<file path="src/hw/exec_map.svh">
// constants for the subtract, nibble exchange and direction load decoder
`ifndef EXEC_MAP_SVH
`define EXEC_MAP_SVH
`define OPC_SUB_WORK_FROM_FILE 6'h02
`define OPC_NIBBLE_EXCHANGE 6'h0e
`define OPC_DIR_LOAD 9'h000
`define DIR_SEL_FIRST 3'h5
`define DIR_SEL_LAST 4'h9
`define DIR_COUNT 5
`define W_RESET 8'h00
`define DIR_RESET 8'hff
`define OPC_HI 11
`define OPC_LO 6
`define DIR_OPC_LO 3
`define DEST_BIT 5
`define ADDR_HI 4
`define SEL_HI 2
`define DIR_SEL_NONE 3'h0
`define DIR_SEL_TOP 3'h7
`endif

</file>
<file path="src/hw/exec_pkg.sv">
// types shared by the instruction decoder
package exec_pkg;
   typedef enum logic [1:0] {
      OP_NONE = 2'h0,
      OP_SUB = 2'h1,
      OP_SWAP = 2'h3,
      OP_DIR = 2'h2
   } op_e;
endpackage

</file>
<file path="src/hw/subtract_swap_dirload_exec.sv">
// decode and execute of subtract, nibble exchange and direction load
// Operation
// - subtract computes file minus working and writes it to working when d is 0, else to the file register.
// - nibble exchange swaps the two nibbles of the file register and leaves all flags alone.
// - nibble exchange writes to working when d is clear, else back to the file register.
// - direction load copies working into the direction register picked by operands 5 to 7, working unchanged.
`timescale 1ns/10ps
`default_nettype none
`include "exec_map.svh"
module subtract_swap_dirload_exec #(
   parameter int WIDTH = 8
) (
   input wire logic CLK,
   input wire logic RESET,
   input wire logic INSTR_VALID,
   input wire logic [11:0] INSTR,
   input wire logic [WIDTH-1:0] FILE_RDATA,
   output logic [4:0] FILE_ADDR,
   output logic FILE_WE,
   output logic [WIDTH-1:0] FILE_WDATA,
   output logic [WIDTH-1:0] WORK,
   output logic CARRY,
   output logic DIGIT_CARRY_FLAG,
   output logic ZERO,
   output logic [`DIR_COUNT*WIDTH-1:0] PORT_DIRECTION,
   output logic ILLEGAL
);
   typedef struct packed {
      logic [WIDTH-1:0] work;
      logic carry;
      logic digit_carry;
      logic zero;
      logic file_we;
      logic [4:0] file_addr;
      logic [WIDTH-1:0] file_wdata;
      logic illegal;
      logic [`DIR_COUNT-1:0][WIDTH-1:0] dir;
   } state_s;

   state_s st_r;
   state_s st_nxt;
   exec_pkg::op_e op;
   logic dest;
   logic [WIDTH:0] diff;
   logic [4:0] low_diff;
   logic [WIDTH-1:0] result;
   logic [3:0] dir_sel;
   logic wr_req;

   always_comb begin
      dest = INSTR[`DEST_BIT];
      dir_sel = {1'b0, INSTR[`SEL_HI:0]};
      if (!INSTR_VALID) begin
         op = exec_pkg::OP_NONE;
      end else if (INSTR[`OPC_HI:`OPC_LO] == `OPC_SUB_WORK_FROM_FILE) begin
         op = exec_pkg::OP_SUB;
      end else if (INSTR[`OPC_HI:`OPC_LO] == `OPC_NIBBLE_EXCHANGE) begin
         op = exec_pkg::OP_SWAP;
      end else if (INSTR[`OPC_HI:`DIR_OPC_LO] == `OPC_DIR_LOAD &&
            INSTR[`SEL_HI:0] != `DIR_SEL_NONE) begin
         op = exec_pkg::OP_DIR;
      end else begin
         op = exec_pkg::OP_NONE;
      end
      // file write request, watched by the checks below
      wr_req = dest && (op == exec_pkg::OP_SUB || op == exec_pkg::OP_SWAP);
      // two's complement: borrow-free when the carry out is set
      diff = {1'b0, FILE_RDATA} + {1'b0, ~st_r.work} + {{WIDTH{1'b0}}, 1'b1};
      low_diff = {1'b0, FILE_RDATA[3:0]} + {1'b0, ~st_r.work[3:0]} + 5'h01;
      result = FILE_RDATA;
      st_nxt = st_r;
      st_nxt.file_we = 1'b0;
      st_nxt.illegal = 1'b0;
      st_nxt.file_addr = INSTR[`ADDR_HI:0];
      case (op)
         exec_pkg::OP_SUB: begin
            result = diff[WIDTH-1:0];
            st_nxt.carry = diff[WIDTH];
            st_nxt.digit_carry = low_diff[4];
            st_nxt.zero = (diff[WIDTH-1:0] == '0);
         end
         exec_pkg::OP_SWAP: begin
            result = {FILE_RDATA[3:0], FILE_RDATA[7:4]};
         end
         default: begin
         end
      endcase
      case (op)
         exec_pkg::OP_SUB, exec_pkg::OP_SWAP: begin
            // one write per cycle, so nothing waits on the file port
            if (dest) begin
               st_nxt.file_we = 1'b1;
               st_nxt.file_wdata = result;
            end else begin
               st_nxt.work = result;
            end
         end
         exec_pkg::OP_DIR: begin
            // unselectable codes are flagged rather than silently dropped
            if (dir_sel >= {1'b0, `DIR_SEL_FIRST} && dir_sel <= `DIR_SEL_LAST) begin
               st_nxt.dir[dir_sel - {1'b0, `DIR_SEL_FIRST}] = st_r.work;
            end else begin
               st_nxt.illegal = 1'b1;
            end
         end
         default: begin
         end
      endcase
   end

   always_ff @(posedge CLK) begin
      if (RESET) begin
         st_r <= '0;
         st_r.work <= `W_RESET;
         for (int i = 0; i < `DIR_COUNT; i++) begin
            st_r.dir[i] <= `DIR_RESET;
         end
      end else begin
         st_r <= st_nxt;
      end
   end

   assign WORK = st_r.work;
   assign CARRY = st_r.carry;
   assign DIGIT_CARRY_FLAG = st_r.digit_carry;
   assign ZERO = st_r.zero;
   assign FILE_WE = st_r.file_we;
   assign FILE_ADDR = st_r.file_addr;
   assign FILE_WDATA = st_r.file_wdata;
   assign ILLEGAL = st_r.illegal;
   assign PORT_DIRECTION = st_r.dir;
endmodule
`default_nettype wire

</file>
<file path="config.mk">
export PLATFORM = sky130hd
export DESIGN_NAME = subtract_swap_dirload_exec
export DESIGN_NICKNAME = d
export VERILOG_FILES = /design/src/hw/exec_pkg.sv /design/src/hw/subtract_swap_dirload_exec.sv
export VERILOG_INCLUDE_DIRS = /design/src /design/src/hw
export SDC_FILE = /design/constraint.sdc
export NUM_CORES = 1
export LEC_CHECK = 0
export BUFFER_PORTS_ARGS = -buffer_cell sky130_fd_sc_hd__buf_2
export CAP_MARGIN = 40
export CORE_MARGIN = 1
export CORE_UTILIZATION = 47
export CTS_CLUSTER_SIZE = 10
export DETAILED_ROUTE_END_ITERATION = 12
export PLACE_DENSITY = 0.82
export SYNTH_ARGS = -nofsm -noshare
export SYNTH_HDL_FRONTEND = slang
export SYNTH_SLANG_ARGS = --single-unit
</file>
<file path="constraint.sdc">
create_clock -name CLK -period 2.5 [get_ports CLK]
set_clock_uncertainty 0.1 [all_clocks]
set_input_delay 0.125 -clock CLK [delete_from_list [all_inputs] [get_ports CLK]]
set_output_delay 0.125 -clock CLK [all_outputs]
set_load 0.01 [all_outputs]
</file>
; Word level (Yosys, flattened, before mapping)
; Index checks and enable logic that the tools add are counted.
[totals]
regBits = 66
latchBits = 0
ramBits = 0
mem_bits_ro = 0
output_inout_bits = 66
mem_count = 0
[classes]
n_addsub = 5
n_mul = 0
div_mod_pow = 0
order_cmp = 4
eq_ne = 5
shifts = 0
mux = 10
n_bitwise = 5
n_reduce_logical = 12
[op_table]
columns = cell, n
row1 = 40-bit bitwise mux, 1
row2 = 8-bit demux with 3-bit select, 1
row3 = 8-bit one-hot mux with 2 select lines, 1
row4 = 8-bit by 8-bit adder with 9-bit output, 1
row5 = 9-bit by 1-bit adder with 9-bit output (second input constant), 1
row6 = 9-bit zero test, 1
row7 = 8-bit zero test, 1
row8 = 2-bit 2-to-1 mux, 4
row9 = 8-bit 2-to-1 mux, 1
row10 = 8-bit NOT, 1
row11 = 6-bit by 2-bit == test with 1-bit output (second input constant), 1
row12 = 6-bit by 4-bit == test with 1-bit output (second input constant), 1
row13 = 2-bit AND reduction, 3
row14 = 2-bit OR reduction, 3
row15 = 4-bit by 4-bit adder with 5-bit output, 1
row16 = 5-bit by 1-bit adder with 5-bit output (second input constant), 1
row17 = 2-bit == test (second input constant), 2
row18 = 4-bit by 1-bit greater-or-equal comparator with 1-bit output (second input constant), 1
row19 = 3-bit by 4-bit <= comparator with 1-bit output (second input constant), 1
row20 = 4-bit less-than comparator (second input constant), 1
row21 = 4-bit NOT, 1
row22 = 3-bit by 3-bit subtractor with 4-bit output (second input constant), 1
row23 = 3-bit greater-or-equal comparator (second input constant), 1
row24 = 1-bit logical AND, 3
row25 = other kinds (4), 7

; Longest topological paths before layout
[depth]
depth_word = 10
depth_mapped = 10

; Least setup slack after synthesis
; No wires, ideal clock.
[synth_path]
path_type = register to register
from = register st_r (netlist bit WORK[0])
to = register st_r (netlist bit FILE_WDATA[6])
setup_time_ns = 0.086
arrival_time_ns = 2.208
path_slack_ns = 0.107
path_stages_with_launch = 9
path_cell_list = dfxtp_1 -> ha_1 -> inv_1 -> fa_1 -> a211o_1 -> a211o_1 -> a211oi_1 -> a22oi_1 -> a211oi_1
[synth_via]
elab_chain_len = 4
[synth_rtl]
columns = element, line
row1 = "start, declared", subtract_swap_dirload_exec.sv:40  ; state_s st_r;
row2 = "start signal, assigned", subtract_swap_dirload_exec.sv:119  ; st_r <= st_nxt;
row3 = 8-bit NOT, subtract_swap_dirload_exec.sv:68  ; diff = {1'b0, FILE_RDATA} + {1'b0, ~st_r.work} + {{WIDTH{1'b0}}, 1'b1};
row4 = 8-bit by 8-bit adder with 9-bit output, subtract_swap_dirload_exec.sv:68
row5 = 9-bit by 1-bit adder with 9-bit output, subtract_swap_dirload_exec.sv:68
row6 = 8-bit one-hot mux with 2 select lines, subtract_swap_dirload_exec.sv:75  ; case (op)
; No other way between the ends.
; A chain may end at the register's enable or synchronous reset.

; Final worst setup path
; Ends and elaborated chain as after synthesis.

==> results_dict.tcl <==
set metrics [dict create \
    ios 89 \
    yosys.area.top_type_share_pct 42.02 \
    grt_pass1_wl_mm 13.75 \
    cp_data_required_time_ns 2.65 \
    nFillCells 534 \
    rrSetupSlack_ns 0.14 \
    seqPwrFrac_pct 43.2 \
    post_synth_most_frequent_cells "66 x dfxtp_1, 43 x a211o_1, 37 x nor2b_1, 26 x nor2_1, 21 x inv_1" \
    worst_slack_ns 0.1355 \
    slew_viol_final 0 \
    hold-path-cell-count 3 \
    synth_nets 356 \
    die_y_um 83.79 \
    p_int_mw 1.897 \
    dp_hpwl_mm 6.024 \
    grt_max_degree 67 \
    cp-start-kind "flop" \
    pre_cts_slack_ns 0.09628 \
    gp_congestion 0.9042 \
    cp_max_fo 3 \
    drive_above_1_share_pct 32.49 \
    synth.most_common_cell "dfxtp_1" \
    syn_inst 320 \
    root_buffer "clkbuf_8" \
    area_growth_pct 30.44 \
    grt_pass1_vias 2799 \
    core-area_um2 6386 \
    maxCapViolations 0 \
    p_total_mw 2.453 \
    ir_drop_mv 0.4403 \
    final-hold-violation-count 0 \
    synth_cell_types 46 \
    setup_viol 0 \
    clockPowerShare_pct 48.9 \
    numCtsBuffers 9 \
    maxSlewHeadroom_pct 53.94 \
    rsz0062_at_grt "true" \
    max_freq_ghz 0.4229 \
    ant_nets 0 \
    diodes 0 \
    yosys_warnings 0 \
    cts_buffer_depth 2 \
    start_util_pct 49.24 \
    drt_iter0_drc 130 \
    rr_worst_depth 8 \
    drc 0 \
    path_class "reg2reg" \
    cts_max_level 3 \
    p_sw_share_pct 22.66 \
    num_vias 2834 \
    overflow 0 \
    final_net_count 468 \
    clock_latency_ns 0.34 \
    synth_area_um2 3144 \
    cts_tree "yes" \
    track_usage_pct 25.17 \
    tightest_slew_ns 0.6909 \
    io_buffer_count 88 \
    final_core_util_pct 64.22 \
    dieArea_um2 7021 \
    status "completed" \
    ys_ff_latch 66 \
    finalCritPeriodShare_pct 94.58 \
    holdWs_ns 0.02059 \
    hold_class "in2reg" \
    row_count 29 \
    p_per_area_nw_per_um2 598.1 \
    synth-seq-area-share_pct 42.02 \
    endpoint_kind "flop" \
    p_comb_share_pct 7.9 \
    final.min_clock_period_ns 2.364 \
    routed_via_density 5.514 \
    clkTransAtPathRegs_ns 0.07 \
    synth_flop_cell "dfxtp_1" \
    ys_top_cells_by_area "dfxtp_1 42%, a211o_1 12%, nor2b_1 7.4%" \
    grt_antenna_before_repair 0 \
    arrival_ns 2.52 \
    die_w_um 83.79 \
    routed_wl_mm 8.497 \
    synth_edf_count 0 \
    synth_top_cell_by_area "dfxtp_1" \
    leakage_nw 1.583 \
    syn_area_per_cell_um2 9.826 \
    drt-wirelength-per-cell_um 16.53 \
    p_sw_mw 0.5559 \
    numClockSinks 66 \
    postSynth.asyncResetShare_pct 0 \
    first_pass_iters 4 \
]
-- flip-flops by register name (all words and copies together) (netlist names) --
| name | flops |
|---|---|
| CARRY | 1 |
| DIGIT_CARRY_FLAG | 1 |
| FILE_ADDR | 5 |
| FILE_WDATA | 8 |
| FILE_WE | 1 |
| ILLEGAL | 1 |
| PORT_DIRECTION | 40 |
| WORK | 8 |
| ZERO | 1 |
-- final timing paths --
| path | startpoint | to |
|---|---|---|
| setup / recovery | WORK[0]$_SDFFE_PP0P_ | FILE_WDATA[6]$_SDFFE_PP0P_ |
| hold / removal | INSTR[0] | FILE_ADDR[0]$_SDFF_PP0_ |
| setup reg to reg | WORK[0]$_SDFFE_PP0P_ | FILE_WDATA[6]$_SDFFE_PP0P_ |
| hold reg to reg | CARRY$_SDFFE_PP0P_ | CARRY$_SDFFE_PP0P_ |
-- what timing repair did --
| action | CTS | global route |
|---|---|---|
| hold endpoints to repair | 7 | 0 |
| setup buffers | 0 | 2 |
| resized for setup | 0 | 3 |
| setup endpoints to repair | 0 | 8 |
| hold buffers | 6 | 0 |
-- routing by layer --
layer  track usage (%)  vias up  wire (µm)
met5                 0        -          0
met4             5.855        0         99
met3             5.935        9        431
met2             44.35       92       4099
met1             30.99     1350       3866
li1                  -     1383          -
-- power groups by stage --
stage | clock network [mW] | logic [mW] | registers [mW]
2_1_floorplan | 0 | 0.112 | 1.09
3_3_place_gp | 0 | 0.179 | 1.08
3_5_place_dp | 0 | 0.179 | 1.08
4_1_cts | 1.21 | 0.188 | 1.06
5_1_grt | 1.26 | 0.210 | 1.06
6_report | 1.20 | 0.193 | 1.06
-- area by class of cell --
cell class / count / area [µm²] / share of cell area [%]
timing repair buffer: 117 / 673.1 / 16.41
clock buffer: 10 / 127.6 / 3.112
multi-input combinational: 217 / 1667 / 40.63
clock inverter: 6 / 137.6 / 3.356
tap: 77 / 96.34 / 2.349
inverter: 21 / 78.83 / 1.922
sequential: 66 / 1321 / 32.21
-- critical path, stage by stage (launching register included) --
cell and delay (ns):
dfxtp_1 0.34, ha_1 0.18, inv_1 0.06, fa_1 0.41, a211o_1 0.31, a211o_1 0.30
a211oi_2 0.24, a22oi_1 0.13, a211oi_1 0.21
-- kinds of logic after synthesis --
logic type	synth area share, %
AO/OA/AOI/OAI	24.71
XOR/XNOR	0.8358
adder cells (fa/ha/maj)	5.412
buffers and inverters	5.333
flip-flops	42.02
AND/OR/NAND/NOR	21.69
-- metrics by stage --
stage	cell area (µm²)	std cells	setup TNS [ns]
after global routing	4101	514	-0.01259
final	4101	514	0
after global placement	3750	490	0
after detailed placement	3750	490	0
after CTS	4075	512	0
after floorplan	3144	320	0
-- cell usage in the layout, fill, tap and decap left out, types with 10 or more instances in the layout --
| master | netlist | layout |
|---|---|---|
| buf_2 | 2 | 88 |
| nor2_1 | 26 | 26 |
| ha_1 | 12 | 12 |
| a211oi_1 | 18 | 17 |
| dfxtp_1 | 66 | 66 |
| buf_4 | 5 | 23 |
| a211o_1 | 43 | 43 |
| nand2_1 | 10 | 10 |
| nor2b_1 | 37 | 37 |
| a21oi_1 | 10 | 10 |
| inv_1 | 21 | 21 |
No activity file was read; power rests on OpenSTA's default activity.
